### config.mk
export PLATFORM = sky130hd
export DESIGN_NAME = jdr_regs
export DESIGN_NICKNAME = d
export VERILOG_FILES = /design/src/hdl/jdr_regs.v
export VERILOG_INCLUDE_DIRS = /design/src /design/src/hdl
export SDC_FILE = /design/constraint.sdc
export NUM_CORES = 1
export LEC_CHECK = 0
export ABC_AREA = 1
export BUFFER_PORTS_ARGS = -buffer_cell sky130_fd_sc_hd__buf_2
export CORE_AREA = 8 8 231 255
export CTS_CLUSTER_DIAMETER = 30
export DETAILED_ROUTE_END_ITERATION = 8
export DIE_AREA = 0 0 239 263
export PLACE_DENSITY_LB_ADDON = 0.08
export SYNTH_ARGS = -nofsm -noshare
export SYNTH_HDL_FRONTEND = slang
export SYNTH_SLANG_ARGS = --single-unit
### constraint.sdc
create_clock -name CLOCK -period 6.35 [get_ports CLOCK]
set_input_delay 0.635 -clock CLOCK [delete_from_list [all_inputs] [get_ports CLOCK]]
set_output_delay 0.635 -clock CLOCK [all_outputs]
set_load 0.05 [all_outputs]
### src/hdl/jdr_consts.vh
// constants for the test-port data register set
`ifndef JDR_CONSTS_VH
`define JDR_CONSTS_VH
`define JDR_IR_W 6
`define JDR_OP_EXTEST 6'h00
`define JDR_OP_SAMPLE 6'h01
`define JDR_OP_FIRST_CHAIN 6'h02
`define JDR_OP_SECOND_CHAIN 6'h03
`define JDR_OP_CFG_RD 6'h04
`define JDR_OP_CFG_WR 6'h05
`define JDR_OP_INTEST 6'h07
`define JDR_OP_UCODE 6'h08
`define JDR_OP_IDENT 6'h09
`define JDR_OP_HIGHZ 6'h0A
`define JDR_OP_BYPASS 6'h3F
`define JDR_IR_FIXED 2'h1
`define JDR_ID_W 32
`define JDR_CFG_W 64
`define JDR_FIFO_DEPTH 8
`define JDR_NUM_BLOCK 4
`define JDR_NUM_INONLY 2
`define JDR_CELLS_PER_BLOCK 3
`define JDR_CELL_OE 0
`define JDR_CELL_OUT 1
`define JDR_CELL_IN 2
// identity fields, values arbitrary
`define JDR_ID_REV 4'h1
`define JDR_ID_FAMILY 7'h55
`define JDR_ID_ROWS 9'h0A5
`define JDR_ID_COMPANY 11'h2AA
`define JDR_UCODE_UNCONF 32'hFFFFFFFF
`endif

### src/hdl/jdr_regs.v
// test-port data registers with config write fifo
`timescale 1ns/1ps
`include "jdr_consts.vh"

module jdr_fifo #(
	parameter W = 64,
	parameter D = 8,
	parameter AW = 3
) (
	input wire clk,
	input wire rst_n,
	input wire in_valid,
	output wire in_ready,
	input wire [W-1:0] in_data,
	output wire out_valid,
	input wire out_ready,
	output wire [W-1:0] out_data
);
	reg [W-1:0] mem [0:D-1];
	reg [AW-1:0] wr_ptr;
	reg [AW-1:0] rd_ptr;
	reg [AW:0] count;
	wire push;
	wire pop;
	assign in_ready = (count != D);
	assign out_valid = (count != 0);
	assign out_data = mem[rd_ptr];
	assign push = in_valid & in_ready;
	assign pop = out_valid & out_ready;
	always @(posedge clk) begin
		if (push)
			mem[wr_ptr] <= in_data;
	end
	always @(posedge clk or negedge rst_n) begin
		if (!rst_n) begin
			wr_ptr <= {AW{1'b0}};
			rd_ptr <= {AW{1'b0}};
			count <= {(AW+1){1'b0}};
		end else begin
			if (push)
				wr_ptr <= wr_ptr + 1'b1;
			if (pop)
				rd_ptr <= rd_ptr + 1'b1;
			if (push & ~pop)
				count <= count + 1'b1;
			else if (pop & ~push)
				count <= count - 1'b1;
		end
	end
endmodule

// Notes on behaviour
// - instruction register is six bits, capture loads status.
// - three boundary cells per io_block, bonded or not.
// - per block input, output, then enable cell nearest serial out.
// - input-only pin adds a single input cell.
// - chain order and length fixed, independent of loaded design.
// - capture-DR loads parallel data, shift-DR moves one bit per TCK.
// - update latches hold outputs, loaded in update-DR while TCK low.
// - bypass is one flop loading zero at capture-DR.
// - 64-bit register reaches config bus for load and readback.
// - id layout revision, family, rows, company, bit 0.
// - captured identification bit 0 is always one.
// - user code register returns design value after configuration.
// - user chains reach design registers only after configuration.
// - select output per user chain while its instruction is current.
// - chain return data routed to serial out while shifting.
// - separate data register clock for each user chain.
// - shared serial input copy plus reset, shift, update indicators.
// - test pins dedicated; standard instructions need no user chain.
// - opcodes decoded as listed, bypass all ones.
// - serial out changes on TCK fall, driven only while shifting.
// - serial input sampled on TCK rise.
module jdr_regs (
	input wire CLOCK,
	input wire RESET_N,
	input wire TCK,
	input wire TMS,
	input wire TDI,
	output reg TDO,
	output reg TDO_OE,
	input wire [`JDR_NUM_BLOCK-1:0] IO_PIN_IN,
	input wire [`JDR_NUM_INONLY-1:0] INONLY_PIN_IN,
	output wire [`JDR_NUM_BLOCK-1:0] IO_PIN_OUT,
	output wire [`JDR_NUM_BLOCK-1:0] IO_PIN_OE,
	input wire [`JDR_NUM_BLOCK-1:0] CORE_OUT,
	input wire [`JDR_NUM_BLOCK-1:0] CORE_OE,
	output wire [`JDR_NUM_BLOCK-1:0] CORE_IN,
	output wire [`JDR_NUM_INONLY-1:0] CORE_INONLY_IN,
	input wire CONFIG_DONE,
	input wire [`JDR_ID_W-1:0] USER_CODE,
	input wire [`JDR_CFG_W-1:0] CFG_READ_DATA,
	output wire CFG_WR_VALID,
	input wire CFG_WR_READY,
	output wire [`JDR_CFG_W-1:0] CFG_WR_DATA,
	output reg FIRST_CHAIN_SELECT,
	output reg SECOND_CHAIN_SELECT,
	input wire FIRST_CHAIN_RETURN_DATA,
	input wire SECOND_CHAIN_RETURN_DATA,
	output reg FIRST_CHAIN_CLOCK,
	output reg SECOND_CHAIN_CLOCK,
	output reg CHAIN_TDI,
	output reg TAP_RESET,
	output reg TAP_SHIFT,
	output reg TAP_UPDATE
);
	localparam NIOB = `JDR_NUM_BLOCK;
	localparam NIN = `JDR_NUM_INONLY;
	localparam NB = NIOB * `JDR_CELLS_PER_BLOCK + NIN;
	localparam S_TLR = 4'h0;
	localparam S_RTI = 4'h1;
	localparam S_SELDR = 4'h2;
	localparam S_CAPDR = 4'h3;
	localparam S_SHDR = 4'h4;
	localparam S_EX1DR = 4'h5;
	localparam S_PADR = 4'h6;
	localparam S_EX2DR = 4'h7;
	localparam S_UPDR = 4'h8;
	localparam S_SELIR = 4'h9;
	localparam S_CAPIR = 4'hA;
	localparam S_SHIR = 4'hB;
	localparam S_EX1IR = 4'hC;
	localparam S_PAIR = 4'hD;
	localparam S_EX2IR = 4'hE;
	localparam S_UPIR = 4'hF;

	reg [2:0] tck_s;
	reg [1:0] tms_s;
	reg [1:0] tdi_s;
	reg [NIOB-1:0] pin_s1;
	reg [NIOB-1:0] pin_s2;
	reg [NIN-1:0] inp_s1;
	reg [NIN-1:0] inp_s2;
	wire tck_rise;
	wire tck_fall;
	reg [3:0] state;
	reg [3:0] next_state;
	reg [`JDR_IR_W-1:0] ir;
	reg [`JDR_IR_W-1:0] ir_sh;
	reg bypass;
	reg [`JDR_ID_W-1:0] id_sh;
	reg [`JDR_ID_W-1:0] uc_sh;
	reg [`JDR_CFG_W-1:0] cfg_sh;
	reg [NB-1:0] bsr;
	reg [NB-1:0] upd;
	wire [NB-1:0] cap_vec;
	wire [`JDR_ID_W-1:0] id_value;
	wire fifo_in_ready;
	wire fifo_push;
	wire sel_bsr;
	wire sel_id;
	wire sel_uc;
	wire sel_cfg;
	wire sel_u1;
	wire sel_u2;
	wire pin_drive;
	reg next_tdo;

	assign tck_rise = tck_s[1] & ~tck_s[2];
	assign tck_fall = ~tck_s[1] & tck_s[2];

	// pins pass two flops before use
	always @(posedge CLOCK or negedge RESET_N) begin
		if (!RESET_N) begin
			tck_s <= 3'h0;
			tms_s <= 2'h3;
			tdi_s <= 2'h3;
			pin_s1 <= {NIOB{1'b0}};
			pin_s2 <= {NIOB{1'b0}};
			inp_s1 <= {NIN{1'b0}};
			inp_s2 <= {NIN{1'b0}};
		end else begin
			tck_s <= {tck_s[1:0], TCK};
			tms_s <= {tms_s[0], TMS};
			tdi_s <= {tdi_s[0], TDI};
			pin_s1 <= IO_PIN_IN;
			pin_s2 <= pin_s1;
			inp_s1 <= INONLY_PIN_IN;
			inp_s2 <= inp_s1;
		end
	end

	always @* begin
		case (state)
			S_TLR: next_state = tms_s[1] ? S_TLR : S_RTI;
			S_RTI: next_state = tms_s[1] ? S_SELDR : S_RTI;
			S_SELDR: next_state = tms_s[1] ? S_SELIR : S_CAPDR;
			S_CAPDR: next_state = tms_s[1] ? S_EX1DR : S_SHDR;
			S_SHDR: next_state = tms_s[1] ? S_EX1DR : S_SHDR;
			S_EX1DR: next_state = tms_s[1] ? S_UPDR : S_PADR;
			S_PADR: next_state = tms_s[1] ? S_EX2DR : S_PADR;
			S_EX2DR: next_state = tms_s[1] ? S_UPDR : S_SHDR;
			S_UPDR: next_state = tms_s[1] ? S_SELDR : S_RTI;
			S_SELIR: next_state = tms_s[1] ? S_TLR : S_CAPIR;
			S_CAPIR: next_state = tms_s[1] ? S_EX1IR : S_SHIR;
			S_SHIR: next_state = tms_s[1] ? S_EX1IR : S_SHIR;
			S_EX1IR: next_state = tms_s[1] ? S_UPIR : S_PAIR;
			S_PAIR: next_state = tms_s[1] ? S_EX2IR : S_PAIR;
			S_EX2IR: next_state = tms_s[1] ? S_UPIR : S_SHIR;
			S_UPIR: next_state = tms_s[1] ? S_SELDR : S_RTI;
			default: next_state = S_TLR;
		endcase
	end

	// opcode decode; unlisted codes fall to bypass
	assign sel_bsr = (ir == `JDR_OP_EXTEST) | (ir == `JDR_OP_SAMPLE) |
		(ir == `JDR_OP_INTEST);
	assign sel_id = (ir == `JDR_OP_IDENT);
	assign sel_uc = (ir == `JDR_OP_UCODE);
	assign sel_cfg = (ir == `JDR_OP_CFG_RD) | (ir == `JDR_OP_CFG_WR);
	assign sel_u1 = (ir == `JDR_OP_FIRST_CHAIN) & CONFIG_DONE;
	assign sel_u2 = (ir == `JDR_OP_SECOND_CHAIN) & CONFIG_DONE;
	assign pin_drive = (ir == `JDR_OP_EXTEST);

	assign id_value = {`JDR_ID_REV, `JDR_ID_FAMILY, `JDR_ID_ROWS,
		`JDR_ID_COMPANY, 1'b1};

	// boundary cells: enable at 3k, output 3k+1, input 3k+2
	genvar k;
	generate
		for (k = 0; k < NIOB; k = k + 1) begin : g_block
			assign cap_vec[3*k+`JDR_CELL_OE] = CORE_OE[k];
			assign cap_vec[3*k+`JDR_CELL_OUT] = CORE_OUT[k];
			assign cap_vec[3*k+`JDR_CELL_IN] = pin_s2[k];
			assign IO_PIN_OUT[k] = pin_drive ?
				upd[3*k+`JDR_CELL_OUT] : CORE_OUT[k];
			assign IO_PIN_OE[k] = (ir == `JDR_OP_HIGHZ) ? 1'b0 :
				pin_drive ? upd[3*k+`JDR_CELL_OE] : CORE_OE[k];
			assign CORE_IN[k] = (ir == `JDR_OP_INTEST) ?
				upd[3*k+`JDR_CELL_IN] : pin_s2[k];
		end
		for (k = 0; k < NIN; k = k + 1) begin : g_inonly
			assign cap_vec[3*NIOB+k] = inp_s2[k];
			assign CORE_INONLY_IN[k] = (ir == `JDR_OP_INTEST) ?
				upd[3*NIOB+k] : inp_s2[k];
		end
	endgenerate

	// config load pushes into the fifo; refused when full
	assign fifo_push = tck_rise & (state == S_UPDR) &
		(ir == `JDR_OP_CFG_WR);

	jdr_fifo #(
		.W(`JDR_CFG_W),
		.D(`JDR_FIFO_DEPTH),
		.AW(3)
	) u_fifo (
		.clk(CLOCK),
		.rst_n(RESET_N),
		.in_valid(fifo_push),
		.in_ready(fifo_in_ready),
		.in_data(cfg_sh),
		.out_valid(CFG_WR_VALID),
		.out_ready(CFG_WR_READY),
		.out_data(CFG_WR_DATA)
	);

	// rising TCK: state advance, capture and shift
	always @(posedge CLOCK or negedge RESET_N) begin
		if (!RESET_N) begin
			state <= S_TLR;
			ir_sh <= `JDR_OP_IDENT;
			bypass <= 1'b0;
			id_sh <= {`JDR_ID_W{1'b0}};
			uc_sh <= {`JDR_ID_W{1'b0}};
			cfg_sh <= {`JDR_CFG_W{1'b0}};
			bsr <= {NB{1'b0}};
		end else if (tck_rise) begin
			state <= next_state;
			case (state)
				S_CAPIR: begin
					ir_sh <= {CONFIG_DONE, ~fifo_in_ready,
						CFG_WR_VALID, 1'b0, `JDR_IR_FIXED};
				end
				S_SHIR: begin
					ir_sh <= {tdi_s[1], ir_sh[`JDR_IR_W-1:1]};
				end
				S_CAPDR: begin
					bypass <= 1'b0;
					id_sh <= id_value;
					uc_sh <= CONFIG_DONE ? USER_CODE :
						`JDR_UCODE_UNCONF;
					cfg_sh <= CFG_READ_DATA;
					bsr <= cap_vec;
				end
				S_SHDR: begin
					bypass <= tdi_s[1];
					if (sel_id)
						id_sh <= {tdi_s[1], id_sh[`JDR_ID_W-1:1]};
					if (sel_uc)
						uc_sh <= {tdi_s[1], uc_sh[`JDR_ID_W-1:1]};
					if (sel_cfg)
						cfg_sh <= {tdi_s[1],
							cfg_sh[`JDR_CFG_W-1:1]};
					if (sel_bsr)
						bsr <= {tdi_s[1], bsr[NB-1:1]};
				end
				default: begin
				end
			endcase
		end
	end

	always @* begin
		if (state == S_SHIR)
			next_tdo = ir_sh[0];
		else if (sel_bsr)
			next_tdo = bsr[0];
		else if (sel_id)
			next_tdo = id_sh[0];
		else if (sel_uc)
			next_tdo = uc_sh[0];
		else if (sel_cfg)
			next_tdo = cfg_sh[0];
		else if (sel_u1)
			next_tdo = FIRST_CHAIN_RETURN_DATA;
		else if (sel_u2)
			next_tdo = SECOND_CHAIN_RETURN_DATA;
		else
			next_tdo = bypass;
	end

	// falling TCK: serial out, instruction and latch update
	always @(posedge CLOCK or negedge RESET_N) begin
		if (!RESET_N) begin
			ir <= `JDR_OP_IDENT;
			upd <= {NB{1'b0}};
			TDO <= 1'b0;
			TDO_OE <= 1'b0;
		end else begin
			if (state == S_TLR)
				ir <= `JDR_OP_IDENT;
			else if (tck_fall & (state == S_UPIR))
				ir <= ir_sh;
			if (tck_fall & (state == S_UPDR) & sel_bsr)
				upd <= bsr;
			if (tck_fall) begin
				TDO <= next_tdo;
				TDO_OE <= (state == S_SHDR) | (state == S_SHIR);
			end
		end
	end

	// internal chain interface outputs
	always @(posedge CLOCK or negedge RESET_N) begin
		if (!RESET_N) begin
			FIRST_CHAIN_SELECT <= 1'b0;
			SECOND_CHAIN_SELECT <= 1'b0;
			FIRST_CHAIN_CLOCK <= 1'b0;
			SECOND_CHAIN_CLOCK <= 1'b0;
			CHAIN_TDI <= 1'b1;
			TAP_RESET <= 1'b1;
			TAP_SHIFT <= 1'b0;
			TAP_UPDATE <= 1'b0;
		end else begin
			FIRST_CHAIN_SELECT <= sel_u1;
			SECOND_CHAIN_SELECT <= sel_u2;
			// one full pulse per capture or shift edge, none on entry
			if (tck_rise) begin
				FIRST_CHAIN_CLOCK <= sel_u1 &
					((state == S_CAPDR) | (state == S_SHDR));
				SECOND_CHAIN_CLOCK <= sel_u2 &
					((state == S_CAPDR) | (state == S_SHDR));
			end else if (tck_fall) begin
				FIRST_CHAIN_CLOCK <= 1'b0;
				SECOND_CHAIN_CLOCK <= 1'b0;
			end
			CHAIN_TDI <= tdi_s[1];
			TAP_RESET <= (state == S_TLR);
			TAP_SHIFT <= (state == S_SHDR);
			TAP_UPDATE <= (state == S_UPDR);
		end
	end
endmodule

==> results.md <==
Outcome:
- The run finished with clean final reports.

Detailed routing:
- The wire length on met2 is 34.2 mm.
- The detailed-route wire length on metal 1 is 29.8 mm.
- The routed wire length is 70.2 mm.
- Summed over all nets, wire length on met3 after detailed routing comes to between 4 and 5 mm.
- The number of design rule violations left after detail routing is 0.
- The number of detailed-routing iterations run before antenna repair is 7.
- After detailed routing, the number of vias per cell comes to around 5.5.
- Routed signal wires occupy layers up through met5.
- Detailed routing inserted a total of 20,000 vias.
- In the final routed layout, each cell accounts on average for 19.4 um.
- The first routing iteration left ~1,400 violations.
- Once detail routing completed, the nets flagged for antenna violations numbered 0.

Synthesis:
- Sorting the synthesized cells by how often they occur yields sky130_fd_sc_hd__nor2_1, sky130_fd_sc_hd__edfxtp_1, sky130_fd_sc_hd__o21ai_0.
- The xor/xnor share of the synthesized area is 0.210%.
- After Yosys synthesis, full adders, half adders and majority gates account for 0.369% of the synthesized area.
- The top cell type's share of synthesized area is 52.7%.
- The number of nets handed over by synthesis was 2,685.
- The synthesized instance count is roughly 2,600.
- The largest area contributor in the netlist is sky130_fd_sc_hd__edfxtp_1.
- The fraction of the yosys area taken by sequential cells is a little under three quarters.
- By area, the combinational part of the netlist is dominated by compound AO/OA/AOI/OAI gates.
- The commonest register cell after synthesis is sky130_fd_sc_hd__edfxtp_1.
- By area the synthesized netlist is led by sky130_fd_sc_hd__edfxtp_1, sky130_fd_sc_hd__dfrtp_1, sky130_fd_sc_hd__nor2_1.
- Synthesis instantiated 41 different standard cells from the library.
- The post-synthesis area per instance is 11.4 um^2.
- After synthesis, the share of flip-flops with an asynchronous set or reset is roughly 29%.
- Summing the areas of all compound-gate instances in the mapped netlist gives approximately 13% of the synthesized area.
- Of the total synthesized cell area, the portion taken by AND, OR, NAND and NOR gates is a little under an eighth.
- The count of yosys warnings during synthesis is 0.
- The cell area after synthesis is around 30,000 um^2.
- The mux share of post-synthesis cell area is 0.348%.
- The post-synthesis sequential element count is roughly 720.
- In this run, synthesis inferred 512 flip-flops with an integrated enable.
- Among all cell types in the netlist, the one instantiated most often is sky130_fd_sc_hd__nor2_1.

Die:
- The initial core utilization is 53.5%.
- In this run the horizontal extent of the chip is 239 um.
- The number of top-level pins is about 210.
- After floorplanning, the core was divided into 90 placement rows.
- The chip height is 263 um.
- The total core area is 54,500 um^2.
- The area of the die is 62,900 um^2.

Placement:
- Timing analysis after detailed placement gives a worst setup slack of ~2300 ps.
- The wire-length estimate of the detail-placed layout is 37.9 mm.
- In this run the cell area measured after placement is 30,700 um^2.
- The last weighted congestion value of the routability-driven placer is 0.801.
- The number of port buffers is 207.

Timing:
- After layout, the worst setup slack is 1640 ps.
- The total of endpoints with negative setup slack in the final report is 0.
- The count of final max-slew check failures came to 0.
- The transition time at the pin with the least slew margin is 1100 ps.
- In the final timing run, aggregate negative setup slack is 0 ps.
- The number of hold-slack violations in the final timing report is 0.
- Static timing analysis puts the maximum clock frequency at 0.212 GHz.
- The worst-case clock skew is 22.1 ps.
- Setup repair after global routing left no endpoint under its margin.
- The shortest period the worst path allows is 4710 ps.
- In this run the tightest slew margin relative to its limit is 26.4%.
- The part of the cycle the worst path needs is 74.2%.

Run:
- Max-cap violations in this run came to 0.

Global route:
- The initial antenna violation count is 3.
- The total overflow left after global routing is 0.
- Global routing used between 20 and 25% of the available tracks across all layers.
- The pin count of the biggest net entering global routing is approximately 160.
- The via count of the first global-routing pass is about 20,000.
- The first-pass GRT wire length is 109 mm.

Worst setup path:
- The total buffers and inverters traversed by the critical path is 3.
- The slowest cell on the critical path is sky130_fd_sc_hd__inv_6.
- Walking the worst path, the cells encountered are inv_6 > buf_4 > o21ai_0 > o22ai_1 > nor2_1 > a31oi_1 > buf_2.
- In this run the worst path has a maximum fanout of 157.
- The critical path class is reg -> out.
- STA classifies the critical path endpoint as an output pin.
- The biggest cell delay along the critical path is between 900 and 1000 ps.
- Among cell families on the critical path, the largest total delay comes from buffers and inverters.
- STA puts the critical path data required time at 5710 ps.
- For the worst setup path, the data arrival time is 4080 ps.
- The worst setup path is launched from a register.

Power:
- For this design the static power due to leakage is 13.4 nW.
- The worst-case IR drop observed on VDD is 0.283 mV.
- The power density over cell area is between 400 and 500 nW/um^2.

CTS:
- Once the clock tree was built, the setup fixing pass inserted 0 buffers.
- The post-cts resize count is 0.
- Clock-pin slew was measured on the worst setup and hold paths at 50 ps.
- The number of hold buffers added after CTS is 1.
- For this design, the sink count on the clock tree is 724.
- The root buffer cell chosen for the clock tree is sky130_fd_sc_hd__clkbuf_16.
- The clock tree buffer depth is 3.
- TritonCTS built the clock tree.
- The H-tree was split into 4 levels.
- The clock insertion delay at the later pin of the skew report is 690 ps.
- Buffers inserted during clock tree synthesis total roughly 140.

Hold path:
- The path class of the tightest hold or removal check is in -> async.

Finish:
- In the final layout, the multi-input gates occupy 7400 um^2.
- The final cell area excluding filler cells is roughly 35,000 um^2.
- Counting the fill cells in the layout gives 4,169.
- The final design utilization is 64.9%.
- Registers take 20,700 um^2.
- The area added between synthesis and finish is 21.4%.
- The net total in the final layout is between 2,000 and 3,000.
- The fraction of final layout cells sized beyond drive strength 1 is 17.4%.
per-layer routing:
metal / track usage, % / vias up
li1: - / 9484
met1: 28.1 / 9752
met2: 37.4 / 618
met3: 5.89 / 139
met4: 6.92 / 4
met5: 0 / -
worst register-to-register path: stages, from the launching register on:
cell                      delay, ps
sky130_fd_sc_hd__dfrtp_1        470
sky130_fd_sc_hd__nor2_4         190
sky130_fd_sc_hd__inv_2           60
sky130_fd_sc_hd__nor2_4         100
sky130_fd_sc_hd__buf_4          500
sky130_fd_sc_hd__a21oi_4         90
sky130_fd_sc_hd__nor2_8         170
sky130_fd_sc_hd__o21ai_2         90
sky130_fd_sc_hd__inv_4          620
sky130_fd_sc_hd__buf_4          620
sky130_fd_sc_hd__nor2_1         100
sky130_fd_sc_hd__a31oi_1        180
through the flow:
step / hold WS, ps / power, mW / cells
finish: 8.67 / 14.8 / 3616
global placement: 335 / 7.61 / 3369
detailed placement: 336 / 7.68 / 3369
CTS: 2.92 / 15.0 / 3614
global route: 11.0 / 15.4 / 3614
floorplan: 331 / 7.19 / 2558
cell families (layout without fill, tap and decap cells):
| kind of cell | after synthesis | after routing |
|---|---|---|
| compound gates | 682 | 682 |
| xor+xnor | 7 | 7 |
| fa+ha+maj | 8 | 8 |
| buf+inv | 263 | 583 |
| flops | 724 | 724 |
| mux | 9 | 9 |
| other cells | 0 | 2 |
| simple gates | 865 | 865 |
flip-flops by register name, indices dropped and copies added, names as in the netlist, 4 cells and up:
| register | count |
|---|---|
| u_fifo.mem | 512 |
| cfg_sh | 64 |
| id_sh | 32 |
| uc_sh | 32 |
| bsr | 14 |
| upd | 14 |
| ir | 6 |
| ir_sh | 6 |
| pin_s1 | 4 |
| pin_s2 | 4 |
| state | 4 |
| u_fifo.count | 4 |
cell type report:
type,count,area share [%]
antenna,2,0.0141
clock buffer,171,10.5
clock inverter,73,2.70
inverter,101,1.11
multi-input combinational,1571,20.9
sequential,724,58.5
tap,736,2.60
timing repair buffer,238,3.66
cell usage in the layout (no fill, tap or decap), types with 6 or more instances in the layout:
cell type / netlist / layout
sky130_fd_sc_hd__buf_2: 38 / 206
sky130_fd_sc_hd__clkbuf_8: 0 / 7
sky130_fd_sc_hd__o21ai_1: 8 / 8
sky130_fd_sc_hd__clkinv_1: 0 / 8
sky130_fd_sc_hd__inv_1: 94 / 91
sky130_fd_sc_hd__a21oi_1: 46 / 46
sky130_fd_sc_hd__clkinv_2: 0 / 23
sky130_fd_sc_hd__clkbuf_1: 104 / 23
sky130_fd_sc_hd__nand3_1: 10 / 10
sky130_fd_sc_hd__inv_6: 0 / 6
sky130_fd_sc_hd__nor2_1: 589 / 589
sky130_fd_sc_hd__dfstp_2: 10 / 10
sky130_fd_sc_hd__nor3_2: 0 / 8
sky130_fd_sc_hd__buf_4: 3 / 29
sky130_fd_sc_hd__bufinv_16: 0 / 21
sky130_fd_sc_hd__o22ai_1: 71 / 71
sky130_fd_sc_hd__edfxtp_1: 512 / 512
sky130_fd_sc_hd__dfrtp_1: 202 / 200
sky130_fd_sc_hd__ha_1: 7 / 7
sky130_fd_sc_hd__nand2_1: 243 / 243
sky130_fd_sc_hd__clkinv_4: 0 / 12
sky130_fd_sc_hd__mux2_2: 9 / 9
sky130_fd_sc_hd__o211ai_1: 15 / 15
sky130_fd_sc_hd__a31oi_1: 130 / 130
sky130_fd_sc_hd__o21ai_0: 400 / 400
sky130_fd_sc_hd__clkbuf_16: 0 / 141
power breakdown:
group | internal (mW) | switching, mW
clock network | 4.96 | 2.27
logic | 0.372 | 0.771
registers | 5.89 | 0.567
total | 11.2 | 3.61
worst paths after layout:
check	start	end	slack, ps	cells past startpoint
min reg2reg	inp_s1[0]	inp_s2[0]	350	0
max in group asynchronous	RESET_N	cfg_sh[31]	5210	2
min in group CLOCK	INONLY_PIN_IN[1]	inp_s1[1]	50	1
max reg2reg	state[1]	cfg_sh[6]	3090	11
min	RESET_N	pin_s1[2]	9	1
max	u_fifo.rd_ptr[0]	CFG_WR_DATA[4]	1640	7
No activity file was read; power rests on OpenSTA's default activity.
